### src/design/pcb_pkg.sv
// package: shared constants and types of the counter, bank and table block
package pcb_pkg;

    // -----------------------------------------------------------------
    // widths and reset values
    // -----------------------------------------------------------------
    localparam int PC_W = 16;
    localparam logic [15:0] PC_RST = 16'h0000;
    localparam logic [7:0] LATCH_RST = 8'h00;
    localparam logic [7:0] BSR_RST = 8'h00;
    localparam logic [15:0] TBL_RST = 16'h0000;

    // -----------------------------------------------------------------
    // field positions
    // -----------------------------------------------------------------
    localparam int SHORT_TGT_MSB = 12;
    localparam int SHORT_PAGE_LSB = 13;
    localparam int SHORT_LAT_LSB = 8;
    localparam int BSR_RAM_LSB = 4;

    // -----------------------------------------------------------------
    // banked windows and implemented banks (one bit per bank)
    // -----------------------------------------------------------------
    localparam logic [7:0] PER_WIN_LO = 8'h10;
    localparam logic [7:0] PER_WIN_HI = 8'h17;
    localparam logic [7:0] RAM_WIN_LO = 8'h20;
    localparam logic [15:0] PER_BANKS_IMPL = 16'h000f;
    localparam logic [15:0] RAM_BANKS_IMPL = 16'h0003;

    // -----------------------------------------------------------------
    // operations from the instruction decoder
    // -----------------------------------------------------------------
    typedef enum logic [3:0] {
        PCB_OP_NONE = 4'h0,
        PCB_OP_SHORT_JMP = 4'h1,
        PCB_OP_LONG_CALL = 4'h2,
        PCB_OP_RETURN = 4'h3,
        PCB_OP_RET_LIT = 4'h4,
        PCB_OP_RET_INT = 4'h5,
        PCB_OP_VECTOR = 4'h6,
        PCB_OP_PCL_READ = 4'h7,
        PCB_OP_PCL_WRITE = 4'h8,
        PCB_OP_PCL_RMW = 4'h9,
        PCB_OP_SKIP = 4'ha,
        PCB_OP_LATCH_WR = 4'hb,
        PCB_OP_TABLE_WR = 4'hc,
        PCB_OP_LATCH_RD = 4'hd,
        PCB_OP_TABLE_RD = 4'he,
        PCB_OP_BANK_LIT = 4'hf
    } pcb_op_t;

    // long write states, gray along idle -> write -> ending
    typedef enum logic [1:0] {
        PCB_LW_IDLE = 2'b00,
        PCB_LW_WRITE = 2'b01,
        PCB_LW_END = 2'b11
    } pcb_lw_t;

endpackage : pcb_pkg

### src/design/pcb_bank_dec.sv
// bank select decode for the banked special and general windows
`timescale 1ns/100ps
module pcb_bank_dec import pcb_pkg::*; (
    input wire logic ref_clk,
    input wire logic arst_n,
    input wire logic [7:0] bank_select_register,
    input wire logic [7:0] dm_addr,
    input wire logic dm_wr,
    input wire logic [7:0] dm_rd_raw,
    output logic dm_wr_gated,
    output logic [7:0] dm_rd_data,
    output logic bank_missing
);

    logic [3:0] per_bank;
    logic [3:0] ram_bank;
    logic in_per;
    logic in_ram;

    // -----------------------------------------------------------------
    // window decode
    // -----------------------------------------------------------------
    // low nibble picks peripheral bank
    assign per_bank = bank_select_register[BSR_RAM_LSB-1:0];
    assign ram_bank = bank_select_register[7:BSR_RAM_LSB];
    assign in_per = (dm_addr >= PER_WIN_LO) && (dm_addr <= PER_WIN_HI);
    assign in_ram = dm_addr >= RAM_WIN_LO;

    // missing bank reads zero, writes dropped
    always_comb begin
        bank_missing = (in_per && !PER_BANKS_IMPL[per_bank])
            || (in_ram && !RAM_BANKS_IMPL[ram_bank]);
        dm_rd_data = bank_missing ? 8'h00 : dm_rd_raw;
        dm_wr_gated = dm_wr && !bank_missing;
    end
endmodule : pcb_bank_dec

### src/design/pcb_core.sv
// program counter, holding latch, bank select and table transfer logic
//
// Behaviour
// - 16-bit counter increments on each fetch unless a branch loads it.
// - skipped instruction runs as a forced no-operation cycle.
// - long call loads high byte from latch, low from opcode.
// - reading counter low byte drives it out, copies high byte to latch.
// - writing counter low byte loads bus value, high byte from latch.
// - read-modify-write on low byte loads result, high byte from latch, latch unchanged.
// - short jump loads low 13 bits, latch gets page and opcode bits.
// - latch unchanged on long call, literal return, interrupt return, vector.
// - low nibble of bank select picks the peripheral bank.
// - high nibble of bank select picks the ram bank.
// - missing bank reads zero and discards writes.
// - latch write loads selected byte of the table latch.
// - table write loads byte, writes latch, increments pointer if asked.
// - table transfers go external only in extended or processor mode.
// - internal table write starts a long write that halts execution.
// - only reset or enabled flagged interrupt ends a long write.
// - pin or timer ending a long write gets its flag cleared.
// - pending interrupt at table write aborts it, clears that flag if pin or timer.
// - peripheral interrupt ending a long write keeps its flag.
// - ending vectors when global disable was clear, else continues.
// - table read outputs latch byte, then reloads latch from memory.
`timescale 1ns/100ps
module pcb_core import pcb_pkg::*; (
    input wire logic ref_clk,
    input wire logic arst_n,
    input wire logic fetch_strobe,
    input wire pcb_op_t op,
    input wire logic [15:0] opcode,
    input wire logic [7:0] data_in,
    input wire logic [15:0] stack_top,
    input wire logic [15:0] vector_addr,
    input wire logic latch_wr,
    input wire logic byte_sel_high,
    input wire logic ptr_inc,
    input wire logic ptr_wr,
    input wire logic [15:0] ptr_wdata,
    input wire logic ext_mode,
    input wire logic [2:0] irq_enable,
    input wire logic [2:0] irq_flag,
    input wire logic periph_pending,
    input wire logic global_interrupt_disable,
    input wire logic [15:0] prog_rdata,
    input wire logic [7:0] dm_addr,
    input wire logic dm_wr,
    input wire logic [7:0] dm_rd_raw,
    output logic [15:0] pc_q,
    output logic [7:0] counter_high_holding_latch_q,
    output logic [7:0] bank_select_register_q,
    output logic [15:0] table_pointer_q,
    output logic [15:0] table_latch_q,
    output logic [7:0] data_out_q,
    output logic [15:0] prog_addr,
    output logic [15:0] prog_wdata,
    output logic prog_we_int,
    output logic prog_we_ext_q,
    output logic prog_re,
    output logic halted,
    output logic forced_nop_q,
    output logic [2:0] flag_clr_q,
    output logic vector_req_q,
    output logic dm_wr_gated,
    output logic [7:0] dm_rd_data,
    output logic bank_missing
);

    pcb_lw_t lw_q, lw_d;
    logic [15:0] pc_d, ptr_d, tlat_d;
    logic [7:0] lat_d, bsr_d, dout_d;
    logic wext_d, nop_d, vreq_d;
    logic [2:0] fclr_d;
    logic [2:0] irq_live;
    logic [2:0] irq_first;
    logic term;
    logic [7:0] tl_byte;

    // -----------------------------------------------------------------
    // interrupt view
    // -----------------------------------------------------------------
    assign irq_live = irq_enable & irq_flag;
    // lowest index is the highest priority source
    assign irq_first = irq_live & ~(irq_live - 3'b001);
    // enabled and flagged source ends the write
    assign term = (|irq_live) || periph_pending;
    assign tl_byte = byte_sel_high ? table_latch_q[15:8] : table_latch_q[7:0];

    assign halted = lw_q != PCB_LW_IDLE;
    assign prog_addr = table_pointer_q;
    assign prog_wdata = table_latch_q;
    // write strobe held for the whole long write
    assign prog_we_int = lw_q == PCB_LW_WRITE;
    assign prog_re = !halted && op == PCB_OP_TABLE_RD;

    // -----------------------------------------------------------------
    // next state
    // -----------------------------------------------------------------
    always_comb begin
        pc_d = pc_q;
        lat_d = counter_high_holding_latch_q;
        bsr_d = bank_select_register_q;
        ptr_d = table_pointer_q;
        tlat_d = table_latch_q;
        dout_d = data_out_q;
        lw_d = lw_q;
        wext_d = 1'b0;
        nop_d = 1'b0;
        vreq_d = 1'b0;
        fclr_d = 3'b000;
        case (lw_q)
            PCB_LW_IDLE: begin
                // software may load the latch directly
                if (latch_wr) begin
                    lat_d = data_in;
                end
                if (ptr_wr) begin
                    ptr_d = ptr_wdata;
                end
                // fetch advances the counter by default
                if (fetch_strobe) begin
                    pc_d = pc_q + 16'h0001;
                end
                case (op)
                    PCB_OP_SHORT_JMP: begin
                        pc_d = {pc_q[15:SHORT_PAGE_LSB],
                                opcode[SHORT_TGT_MSB:0]};
                        lat_d = {pc_q[15:SHORT_PAGE_LSB],
                                 opcode[SHORT_TGT_MSB:SHORT_LAT_LSB]};
                    end
                    PCB_OP_LONG_CALL: begin
                        pc_d = {counter_high_holding_latch_q, opcode[7:0]};
                    end
                    PCB_OP_RETURN: begin
                        lat_d = pc_q[15:8];
                        pc_d = stack_top;
                    end
                    // literal and interrupt returns and vector leave latch alone
                    PCB_OP_RET_LIT, PCB_OP_RET_INT: begin
                        pc_d = stack_top;
                    end
                    PCB_OP_VECTOR: begin
                        pc_d = vector_addr;
                    end
                    // low byte out, high byte to latch
                    PCB_OP_PCL_READ: begin
                        dout_d = pc_q[7:0];
                        lat_d = pc_q[15:8];
                    end
                    PCB_OP_PCL_WRITE: begin
                        pc_d = {counter_high_holding_latch_q, data_in};
                    end
                    // result to low byte, high byte from latch, latch kept
                    PCB_OP_PCL_RMW: begin
                        pc_d = {counter_high_holding_latch_q, data_in};
                    end
                    // skipped word runs as a no-operation
                    PCB_OP_SKIP: begin
                        nop_d = 1'b1;
                    end
                    PCB_OP_LATCH_WR: begin
                        if (byte_sel_high) begin
                            tlat_d[15:8] = data_in;
                        end else begin
                            tlat_d[7:0] = data_in;
                        end
                    end
                    PCB_OP_TABLE_WR: begin
                        if (term) begin
                            nop_d = 1'b1;
                            fclr_d = irq_first;
                        end else begin
                            // load byte then write whole latch
                            if (byte_sel_high) begin
                                tlat_d[15:8] = data_in;
                            end else begin
                                tlat_d[7:0] = data_in;
                            end
                            if (ext_mode) begin
                                wext_d = 1'b1;
                                if (ptr_inc) begin
                                    ptr_d = table_pointer_q + 16'h0001;
                                end
                            end else begin
                                lw_d = PCB_LW_WRITE;
                            end
                        end
                    end
                    // latch byte out, no memory access
                    PCB_OP_LATCH_RD: begin
                        dout_d = tl_byte;
                    end
                    PCB_OP_TABLE_RD: begin
                        dout_d = tl_byte;
                        tlat_d = prog_rdata;
                        if (ptr_inc) begin
                            ptr_d = table_pointer_q + 16'h0001;
                        end
                    end
                    PCB_OP_BANK_LIT: begin
                        if (opcode[8]) begin
                            bsr_d[7:BSR_RAM_LSB] = opcode[3:0];
                        end else begin
                            bsr_d[BSR_RAM_LSB-1:0] = opcode[3:0];
                        end
                    end
                    default: begin
                    end
                endcase
            end
            // counter and pointer frozen while writing
            PCB_LW_WRITE: begin
                // only an enabled flagged source ends it
                if (term) begin
                    lw_d = PCB_LW_END;
                    // pin or timer flag cleared, peripheral kept
                    fclr_d = irq_first;
                    // vector only when global disable clear
                    vreq_d = !global_interrupt_disable;
                end
            end
            PCB_LW_END: begin
                lw_d = PCB_LW_IDLE;
                if (ptr_inc) begin
                    ptr_d = table_pointer_q + 16'h0001;
                end
            end
            default: begin
                lw_d = PCB_LW_IDLE;
            end
        endcase
    end

    // -----------------------------------------------------------------
    // registers
    // -----------------------------------------------------------------
    always_ff @(posedge ref_clk or negedge arst_n) begin
        if (!arst_n) begin
            pc_q <= PC_RST;
            counter_high_holding_latch_q <= LATCH_RST;
            bank_select_register_q <= BSR_RST;
            table_pointer_q <= TBL_RST;
            table_latch_q <= TBL_RST;
            data_out_q <= 8'h00;
            lw_q <= PCB_LW_IDLE;
            prog_we_ext_q <= 1'b0;
            forced_nop_q <= 1'b0;
            vector_req_q <= 1'b0;
            flag_clr_q <= 3'b000;
        end else begin
            pc_q <= pc_d;
            counter_high_holding_latch_q <= lat_d;
            bank_select_register_q <= bsr_d;
            table_pointer_q <= ptr_d;
            table_latch_q <= tlat_d;
            data_out_q <= dout_d;
            lw_q <= lw_d;
            prog_we_ext_q <= wext_d;
            forced_nop_q <= nop_d;
            vector_req_q <= vreq_d;
            flag_clr_q <= fclr_d;
        end
    end

    pcb_bank_dec u_bank (
        .ref_clk(ref_clk),
        .arst_n(arst_n),
        .bank_select_register(bank_select_register_q),
        .dm_addr(dm_addr),
        .dm_wr(dm_wr),
        .dm_rd_raw(dm_rd_raw),
        .dm_wr_gated(dm_wr_gated),
        .dm_rd_data(dm_rd_data),
        .bank_missing(bank_missing)
    );
endmodule : pcb_core

### config.mk
export PLATFORM = sky130hd
export DESIGN_NAME = pcb_core
export DESIGN_NICKNAME = d
export VERILOG_FILES = /design/src/design/pcb_pkg.sv /design/src/design/pcb_bank_dec.sv /design/src/design/pcb_core.sv
export SDC_FILE = /design/constraint.sdc
export NUM_CORES = 1
export LEC_CHECK = 0
export BUFFER_PORTS_ARGS = -buffer_cell sky130_fd_sc_hd__buf_2
export CAP_MARGIN = 25
export CORE_MARGIN = 2
export CORE_UTILIZATION = 52
export DETAILED_ROUTE_END_ITERATION = 12
export HOLD_SLACK_MARGIN = 0.02
export PLACE_DENSITY_LB_ADDON = 0.15
export SLEW_MARGIN = 10
export SYNTH_ARGS = -nofsm -noshare
export SYNTH_HDL_FRONTEND = slang
export SYNTH_HIERARCHICAL = 1
export SYNTH_SLANG_ARGS = --single-unit
### constraint.sdc
create_clock -name ref_clk -period 3.3 [get_ports ref_clk]
set_input_delay 0 -clock ref_clk [delete_from_list [all_inputs] [get_ports ref_clk]]
set_output_delay 0 -clock ref_clk [all_outputs]
set_load 0.05 [all_outputs]
==> results of run 1 <==
stage by stage:
step,std cells,total power [mW]
2_1_floorplan,623,5.06
3_3_place_gp,936,5.79
3_5_place_dp,936,5.86
4_1_cts,1014,6.64
5_1_grt,1015,6.99
6_report,1015,6.69
synthesized netlist by cell type (4+ instances only):
library cell and number:
a31oi_1 6, a32oi_1 9, nand2b_1 4, o21ai_0 41, o2bb2a_1 5, nand2_1 64
buf_6 6, clkbuf_1 8, dfrtp_1 80, nand3_1 19, nand4_1 5, o221a_2 4
o32a_1 4, mux2i_1 18, a22o_1 6, inv_1 15, buf_4 41, buf_2 12
nor2_1 46, o21ai_1 8, a22oi_1 11, nor4_1 6, a211oi_1 11, a21o_1 5
mux2_2 25, a21oi_1 40, nor3_1 14, or3_1 8, nor3b_1 12, nor2b_1 4
o22ai_1 6
where the power goes:
part | switching (mW) | leakage [nW] | internal [mW]
clock network | 0.409 | 0.0882 | 0.319
registers | 0.502 | 0.960 | 1.37
logic | 3.08 | 2.29 | 1.01
total | 3.99 | 3.33 | 2.70
layout make-up:
class | instances | share of cell area, %
inverter | 16 | 0.817
multi-input combinational | 459 | 41.4
timing repair buffer | 308 | 25.7
clock inverter | 5 | 0.545
tap | 136 | 2.32
clock buffer | 11 | 2.06
sequential | 80 | 27.2
worst max-delay path, delay by kind of cell (launching register included):
kind / cells / cell delay [ps]
AO/OA/AOI/OAI: 1 / 120
AND/OR/NAND/NOR: 4 / 1240
adder cells (fa/ha/maj): 1 / 260
buffers and inverters: 1 / 550
flip-flops: 1 / 460
registers in the layout, summed over array words and instances, names as in the netlist:
register,count
flag_clr_q,3
prog_we_ext_q,1
counter_high_holding_latch_q,8
data_out_q,8
forced_nop_q,1
vector_req_q,1
bank_select_register_q,8
pc_q,16
prog_addr,16
lw_q,2
prog_wdata,16
per-layer routing:
metal,share of wire (%),GRT usage [%],vias up
met3,9.0,5.21,35
met5,0,0,-
met1,40,39.3,2847
li1,-,-,2801
met2,49,53.4,324
met4,1.9,8.88,0
kinds of logic after synthesis:
family                     Yosys count  synth area share [%]
AOI/OAI and AO/OA                  199                  25.1
xor gates and xnor gates             2                 0.315
adders and majority gates            2                 0.449
buffers and inverters               84                  9.50
DFF                                 80                  35.9
muxes                               43                  8.29
and+or+nand+nor                    213                  20.4
how the worst max path moves through the flow:
| stage | endpoint | slack [ps] | cells past startpoint |
|---|---|---|---|
| after floorplan | pc_q[14] | 1050 | 6 |
| after detailed placement | data_out_q[5] | 970 | 6 |
| after CTS | pc_q[14] | 680 | 7 |
| after global placement | data_out_q[5] | 1050 | 5 |
| after global routing | pc_q[14] | 530 | 7 |
| final | pc_q[14] | 620 | 7 |
repair_timing:
action	CTS	global route
hold buffers	62	0
endpoints found under the hold margin	127	0
setup endpoints to repair	0	0
==> results by group, run 1 <==
Hold path
  – Endpoint, Worst Hold: prog_wdata[13]
  – Min-delay src: data_in[5]
  – Worst min path class: in2reg
  – Hold Path Cell Cnt: 3

Die
  – Die span in x: 108 um
  – Initial core utilization: 53.7%
  – Die Span Y: 108 um
  – Row count: 37
  – Die area: 11600 um2
  – Core ar.: 10400 um2
  – Number of I/O pins: 248

GRT
  – Gr usage total: 30.7%
  – Global-route wire length before repair: 28.1 mm
  – Largest net degree at the start of global routing: 81
  – Vias in the first global route: 5598
  – GR Overflow Total: 0
  – Initial antenna violation count: 0

Clock network
  – Clk sinks: 80
  – CTS clock-pin slew for the worst setup and hold paths: 100 ps
  – Max clock buf depth: 2
  – Clock latency on the worst-skew pair: 370 ps
  – Post-CTS Setup Bufs: 0
  – CTS tree: built
  – CTS Buf Count: 9
  – H-tree Lvls: 3
  – Post-CTS sizing: 0
  – Clk root buf: clkbuf_8

Setup path
  – R2R depth: 7
  – Critical-path cell list: ha_1 > nand2_1 > or3_4 > or4b_1 > nand3_1 > dlygate4sd3_1 > a22o_2
  – Crit. Startpoint: pc_q[1]
  – CP arrival: 2990 ps
  – Req. time, crit path: 3610 ps
  – Setup CP Type: reg2reg
  – Register-to-register setup slack: 620 ps
  – CP max stage delay: 550 ps
  – Worst flop-to-flop path startpoint: pc_q[1]
  – Reg2reg end: pc_q[14]
  – CP max FO: 5
  – Crit end category: flip-flop
  – Critical-path top delay cell: dlygate4sd3_1
  – Startpoint class of the critical path: flip-flop

Layout
  – Finished Cell Area: 7350 um2
  – Commonest cells after routing, fill and taps aside: buf_2 (240), dfrtp_1 (80), nand2_1 (64), dlygate4sd3_1 (62), nor2_1 (46)
  – FF/Latch Area: 2000 um2
  – Area Growth Syn to Fin: 31.9%
  – Fraction of layout cells with a size suffix above 1: 36.2%
  – Number of diodes: 0
  – Final Core Density: 70.9%
  – Final nets: 1001
  – # fillers: 817
  – Area of the multi-input gates: 3040 um2
  – Most common cell after layout, fill and taps aside: buf_2

STA
  – Slew Limit Fails: 0
  – # setup viols final: 0
  – Worst rel slew slack: 36.3%
  – Final min period: 2680 ps
  – Fmax: 373 MHz
  – RSZ-0062 raised after global routing: false
  – WHS: 27.2 ps
  – Worst Tran Pin Value: 955 ps
  – Final Hold Viols: 0
  – Max Clock Skew: 15.2 ps
  – Setup tns final: 0 ps
  – Period utilization: 81.4%
  – PnR worst setup slack: 615 ps

Detailed routing
  – First-pass DRT Iterations: 5
  – # DRC: 0
  – Post-route ant nets: 0
  – Vias per cell: 5.92
  – Initial drt markers: 377
  – DR vias: 6007
  – Post-DR wirelength/cell: 18.0 um
  – WL final: 18.3 mm

Synthesis
  – Cell area after synthesis: 5570 um2
  – Dominant cell type by area after synthesis: dfrtp_1
  – Net count after synthesis: 750
  – Gate count of the mapped netlist: 623
  – Yosys warns: 6
  – Syn Area/Cell: 8.94 um2
  – FF+latch count, synth: 80
  – Top area cells in the synthesized netlist: dfrtp_1 (36%), buf_4 (5.5%), mux2_2 (5.1%), nand2_1 (4.3%), o21ai_0 (3.7%)
  – Number of enable flip-flop cells after synthesis: 0
  – Synth top area share: 35.9%
  – Unique masters post-synth: 85
  – Post-synthesis sequential area ratio: 35.9%
  – Main flop type after synthesis: dfrtp_1
  – Asr flop ratio synth: 100%

Power
  – Leakage: 3.33 nW
  – Max IR drop VDD: 0.000655 V
  – PD cells: 910 nW/um2

Place
  – Dpl ws: 968 ps
  – Area post-placement: 6510 um2
  – GP Congestion: 0.896
  – PortBufs: 241
  – HPWL Detailed: 12.9 mm

Flow run
  – Max cap viols: 0

Run status
  – Outcome: completed
No activity file was read; power rests on OpenSTA's default activity.
==> inputs of run 2 (changes only) <==
CORE_UTILIZATION = 48   (was 52)
clock period = 2.7 ns   (was 3.3 ns; I/O delays follow)
==> run 2 against run 1 <==
  * Clock-buffer cell count stayed put
  * Cell count about the same
  * Setup slack worse by 390 ps
  * Fmax grew 8.6%
  * Total power is 28% higher
  * Critical path depth unchanged
  * Sequential cell count unchanged
  * Die area up 8.0%
  * Critical path type unchanged
  * Largest cell class unchanged
==> results by group, run 2 (same netlist as run 1, synthesis figures left out) <==
Layout
  – Final Core Density: 65.0% (-5.9 points)
  – Commonest cells after routing, fill and taps aside: buf_2 (240), dfrtp_1 (80), nand2_1 (64), dlygate4sd3_1 (51), nor2_1 (46)
  – # fillers: 970 (+19%)
  – Fraction of layout cells with a size suffix above 1: 36.9% (+0.75 points)
  – Area Growth Syn to Fin: 32.7%
  – Most common cell after layout, fill and taps aside: buf_2
  – Final nets: 994 (-0.70%)

Detailed routing
  – Vias per cell: 5.83 (-1.5%)
  – Initial drt markers: 511 (+36%)
  – Post-route ant nets: 0 (unchanged)
  – # DRC: 0 (unchanged)
  – DR vias: 5923 (-1.4%)
  – First-pass DRT Iterations: 5 (unchanged)
  – Post-DR wirelength/cell: 17.9 um (-0.82%)
  – WL final: 18.2 mm (-0.72%)

Place
  – HPWL Detailed: 13.0 mm (+0.52%)
  – GP Congestion: 0.859 (-4.1%)
  – PortBufs: 241 (unchanged)

STA
  – Final min period: 2470 ps (-214 ps)
  – Setup tns final: 0 ps (unchanged)
  – Worst Tran Pin Value: 747 ps (-208 ps)
  – WHS: 29.0 ps (+1.84 ps)
  – Final Hold Viols: 0 (unchanged)
  – Period utilization: 91.5% (+10 points)
  – Fmax: 405 MHz (+8.6%)
  – # setup viols final: 0 (unchanged)
  – RSZ-0062 raised after global routing: false
  – Max Clock Skew: 6.81 ps (-8.37 ps)
  – Worst rel slew slack: 50.2% (+14 points)
  – Slew Limit Fails: 0 (unchanged)

Die
  – Die span in x: 112 um (+3.9%)
  – Core ar.: 11400 um2 (+9.6%)
  – Row count: 39 (+5.4%)
  – Number of I/O pins: 248 (unchanged)
  – Initial core utilization: 49.0% (-4.7 points)
  – Die area: 12500 um2 (+8.0%)
  – Die Span Y: 112 um (+3.9%)

Setup path
  – Crit. Startpoint: pc_q[0]
  – Critical-path cell list: ha_1 > nand2_1 > or3_4 > nor4_1 > a221oi_1 > dlygate4sd3_1 > o211ai_1
  – Startpoint class of the critical path: flip-flop
  – CP arrival: 2730 ps (-260 ps)
  – Setup CP Type: reg2reg
  – Req. time, crit path: 2960 ps (-650 ps)
  – CP max stage delay: 610 ps (+60 ps)
  – R2R depth: 7 (unchanged)
  – CP max FO: 6 (+1)
  – Worst flop-to-flop path startpoint: pc_q[0]
  – Crit end category: flip-flop
  – Critical-path top delay cell: dlygate4sd3_1
  – Reg2reg end: pc_q[12]
  – Register-to-register setup slack: 230 ps (-390 ps)

Hold path
  – Worst min path class: in2reg
  – Min-delay src: data_in[0]
  – Endpoint, Worst Hold: prog_wdata[8]
  – Hold Path Cell Cnt: 3 (unchanged)

GRT
  – GR Overflow Total: 0 (unchanged)
  – Initial antenna violation count: 1 (+1)
  – Global-route wire length before repair: 28.5 mm (+1.5%)
  – Vias in the first global route: 5614 (+0.29%)
  – Largest net degree at the start of global routing: 81 (unchanged)
  – Gr usage total: 28.5% (-2.2 points)
  – Global Route met1 Usage: 36.3% (-3.0 points)
  – Met3 usage: 6.80% (+1.6 points)
  – Met2 Usage GRT: 47.5% (-5.9 points)
  – GRT Max-Usage Layer: met2

Run status
  – Outcome: completed

Power
  – Leakage: 3.37 nW (+0.95%)
  – Max IR drop VDD: 0.000969 V (+48%)
  – PD cells: 1160 nW/um2 (+27%)

Clock network
  – H-tree Lvls: 3 (unchanged)
  – Clk root buf: clkbuf_16
  – Clk sinks: 80 (unchanged)
  – Number of hold buffers added after cts: 51 (-18%)
  – Max clock buf depth: 2 (unchanged)
  – CTS tree: built
  – Post-CTS sizing: 0 (unchanged)
  – CTS Buf Count: 9 (unchanged)
  – Post-CTS Setup Bufs: 0 (unchanged)
  – CTS clock-pin slew for the worst setup and hold paths: 70 ps (-30 ps)
  – Clock latency on the worst-skew pair: 350 ps (-20 ps)

Flow run
  – Max cap viols: 0 (unchanged)
==> run 2: area by class of cell <==
class / instances / area [um2] / area share (%)
diodes: 1 / 2.50 / 0.0339
flip-flops and latches: 80 / 2000 / 27.1
multi-input cells: 459 / 3040 / 41.1
clock inverters: 5 / 55.1 / 0.745
well taps: 143 / 179 / 2.42
repair buffers: 301 / 1800 / 24.3
inverters: 16 / 60.1 / 0.813
clock buffers: 11 / 253 / 3.42
==> run 2: worst max-delay path: cells and delay by family, from the launching register on <==
| family | cells | cell delay [ps] |
|---|---|---|
| compound gates | 2 | 250 |
| flops | 1 | 440 |
| fa+ha+maj | 1 | 250 |
| buf+inv | 1 | 610 |
| simple gates | 3 | 820 |
==> run 2: worst max path at each step <==
stage	endpoint	slack (ps)
after global placement	prog_addr[9]	570
after floorplan	pc_q[14]	450
after global routing	pc_q[12]	20
final	pc_q[12]	230
after CTS	pc_q[12]	260
after detailed placement	prog_addr[9]	490
==> run 2: report_power, final <==
group | leakage (nW) | total (mW) | internal, mW | switching [mW]
Sequential | 0.960 | 2.28 | 1.68 | 0.609
Clock | 0.148 | 1.28 | 0.764 | 0.517
Combinational | 2.26 | 4.98 | 1.22 | 3.75
Total | 3.37 | 8.54 | 3.66 | 4.88
==> run 2: per-stage QoR <==
stage               total power, mW  std cells  area, um2  worst slack, ps
floorplan                      6.19        623       5570              446
detailed placement             7.17        947       6550              488
finish                         8.54       1016       7390              229
CTS                            8.53       1014       7370              256
global placement               7.10        947       6550              573
global route                   8.92       1016       7390             18.1
==> run 2: per-layer routing <==
metal  part of all wire [%]  routed length [um]
met5                      0                   0
met4                    2.6                 480
met3                    7.3                1320
met2                     49                8930
met1                     41                7430
==> inputs of run 3 (changes only) <==
CELL_PAD_IN_SITES_DETAIL_PLACEMENT = 0   (was default)
CELL_PAD_IN_SITES_GLOBAL_PLACEMENT = 2   (was default)
CORE_UTILIZATION = 27   (was 48)
REMOVE_ABC_BUFFERS = 1   (was default)
==> run 3 against run 2 <==
  * Core utilization shrank 28 points
  * First-iteration DRC count shrank 41%
  * Routed wire length grew 18%
  * Critical endpoint unchanged
  * Clock power shrank 4%
==> results by group, run 3 (same netlist as run 1, synthesis figures left out) <==
Run status
  – Outcome: completed

STA
  – Slew Limit Fails: 0 (unchanged)
  – Fmax: 407 MHz (+0.63%)
  – Setup tns final: 0 ps (unchanged)
  – Max Clock Skew: 14.3 ps (+7.53 ps)
  – Worst rel slew slack: 46.9% (-3.3 points)
  – # setup viols final: 0 (unchanged)
  – Period utilization: 90.9% (-0.58 points)
  – Worst Tran Pin Value: 797 ps (+49.9 ps)
  – RSZ-0062 raised after global routing: false
  – PnR worst setup slack: 245 ps (+15.6 ps)
  – Final Hold Viols: 0 (unchanged)
  – Final min period: 2460 ps (-15.6 ps)

Flow run
  – Max cap viols: 0 (unchanged)

Layout
  – Final nets: 998 (+0.40%)
  – Most common cell after layout, fill and taps aside: buf_2
  – Area Growth Syn to Fin: 35.8%
  – Fraction of layout cells with a size suffix above 1: 37.1% (+0.17 points)
  – Commonest cells after routing, fill and taps aside: buf_2 (240), dfrtp_1 (80), nand2_1 (64), dlygate4sd3_1 (52), nor2_1 (46)

Power
  – Leakage: 3.38 nW (+0.40%)
  – Flop pwr share: 27.2% (+0.5 points)
  – PD cells: 1130 nW/um2 (-2.3%)
  – Max IR drop VDD: 0.000557 V (-43%)
  – Net Sw Frac: 58.5% (+1.4 points)
  – Clock power frac: 14.5% (-0.5 points)
  – Net Switching: 5.00 mW (+2.5%)
  – Power Internal: 3.54 mW (-3.2%)
  – Comb pwr share: 58.4% (about the same)

Detailed routing
  – Post-route ant nets: 0 (unchanged)
  – WL final: 21.4 mm (+18%)
  – Initial drt markers: 301 (-41%)
  – First-pass DRT Iterations: 5 (unchanged)
  – DR vias: 5898 (-0.42%)
  – # DRC: 0 (unchanged)
  – Vias per cell: 5.14 (-12%)
  – Post-DR wirelength/cell: 18.7 um (+4.5%)

Clock network
  – Post-CTS Setup Bufs: 0 (unchanged)
  – CTS tree: built
  – Clk root buf: clkbuf_16
  – H-tree Lvls: 3 (unchanged)
  – Clk sinks: 80 (unchanged)
  – CTS clock-pin slew for the worst setup and hold paths: 80 ps (about the same)
  – CTS Buf Count: 9 (unchanged)
  – Max clock buf depth: 2 (unchanged)
  – Clock latency on the worst-skew pair: 360 ps (about the same)

Hold path
  – Min-delay src: prog_rdata[0]
  – Worst min path class: in2reg

Die
  – Number of I/O pins: 248 (unchanged)
  – Die Span Y: 148 um (+32%)
  – Die span in x: 148 um (+32%)
  – Row count: 52 (+33%)
  – Initial core utilization: 27.5% (-21 points)
  – Die area: 21800 um2 (+75%)
  – Core ar.: 20200 um2 (+78%)

GRT
  – Initial antenna violation count: 1 (unchanged)
  – GR Overflow Total: 0 (unchanged)
  – Vias in the first global route: 5708 (+1.7%)
  – Largest net degree at the start of global routing: 52 (-36%)
  – Global-route wire length before repair: 32.8 mm (+15%)
  – Gr usage total: 19.3% (-9.1 points)

Place
  – GP Congestion: 0.816 (-5.0%)
  – Dpl ws: 599 ps (+111 ps)
  – PortBufs: 241 (unchanged)
  – HPWL Detailed: 16.1 mm (+24%)

Setup path
  – Worst flop-to-flop path startpoint: pc_q[0]
  – Reg2reg end: pc_q[12]
  – Crit. Startpoint: pc_q[0]
  – Critical-path top delay cell: dlygate4sd3_1
  – Setup CP Type: reg2reg
  – R2R depth: 7 (unchanged)
  – CP max stage delay: 620 ps (about the same)
  – Startpoint class of the critical path: flip-flop
  – CP endpoint: pc_q[12]
  – CP max FO: 6 (unchanged)
  – Req. time, crit path: 2970 ps (about the same)
  – CP arrival: 2720 ps (about the same)
  – Crit end category: flip-flop
  – Critical-path cell list: ha_1 > nand2_1 > or3_4 > nor4_1 > a221oi_1 > dlygate4sd3_1 > o211ai_1
  – Register-to-register setup slack: 240 ps (+20 ps)
[run 3: changes by cell type in the layout (fill, tap and decap cells not counted), sizes merged]
cell | previous run | this run
clkinvlp | 2 | 1
dlygate4sd3 | 51 | 52
inv | 16 | 20
clkbuf | 11 | 9
bufinv | 1 | 0
buf | 250 | 253
[run 3: how the worst min path moves through the flow]
stage	cells past startpoint	slack (ps)	to
3_5_place_dp	1	-10	vector_req_q
6_report	3	30	prog_wdata[0]
2_1_floorplan	0	-300	bank_select_register_q[0]
5_1_grt	3	30	prog_wdata[0]
3_3_place_gp	2	170	vector_req_q
4_1_cts	3	20	prog_addr[0]
[run 3: critical path: cells and delay by family, from the launching register on]
family	cells	cell delay, ps
and+or+nand+nor	3	820
buffers and inverters	1	620
DFF	1	440
adders and majority gates	1	250
AOI/OAI and AO/OA	2	230
[run 3: metrics by stage]
step / cell area (um2) / std cells / power [mW] / utilization (%) / hold WS, ps
2_1_floorplan: 5100 / 555 / 5.80 / - / -296
3_3_place_gp: 6730 / 1077 / 7.23 / 33.3 / 171
3_5_place_dp: 6760 / 1078 / 7.28 / 33.4 / -10.2
4_1_cts: 7560 / 1146 / 8.60 / 37.4 / 21.7
5_1_grt: 7570 / 1147 / 8.99 / 37.4 / 31.7
6_report: 7570 / 1147 / 8.54 / 37.4 / 26.5
[run 3: timing repair]
action	4_1_cts	5_1_grt
hold endpoints to repair	71	0
gates resized for setup	0	0
hold buffers	52	0
[run 3: layout make-up]
type / instances / area, um2
fill: 2178 / 12700
timing repair buffer: 305 / 1840
clock inverter: 7 / 61.3
multi-input combinational: 459 / 3040
sequential: 80 / 2000
inverter: 16 / 60.1
antenna: 1 / 2.50
clock buffer: 9 / 225
tap: 270 / 338
[run 3: power groups by stage]
stage	clock (mW)	sequential, mW	combinational (mW)
5_1_grt	1.32	2.41	5.26
6_report	1.23	2.32	4.99
3_3_place_gp	0	2.32	4.92
3_5_place_dp	0	2.34	4.93
4_1_cts	1.26	2.32	5.02
2_1_floorplan	0	4.58	1.22
[run 3: metal layers]
metal / track usage (%) / vias to the layer above / routed length (um)
li1: - / 2801 / -
met4: 4.28 / 0 / 280
met3: 3.49 / 17 / 1050
met5: 0 / - / 0
met1: 25.8 / 2896 / 9540
met2: 32.8 / 184 / 10600
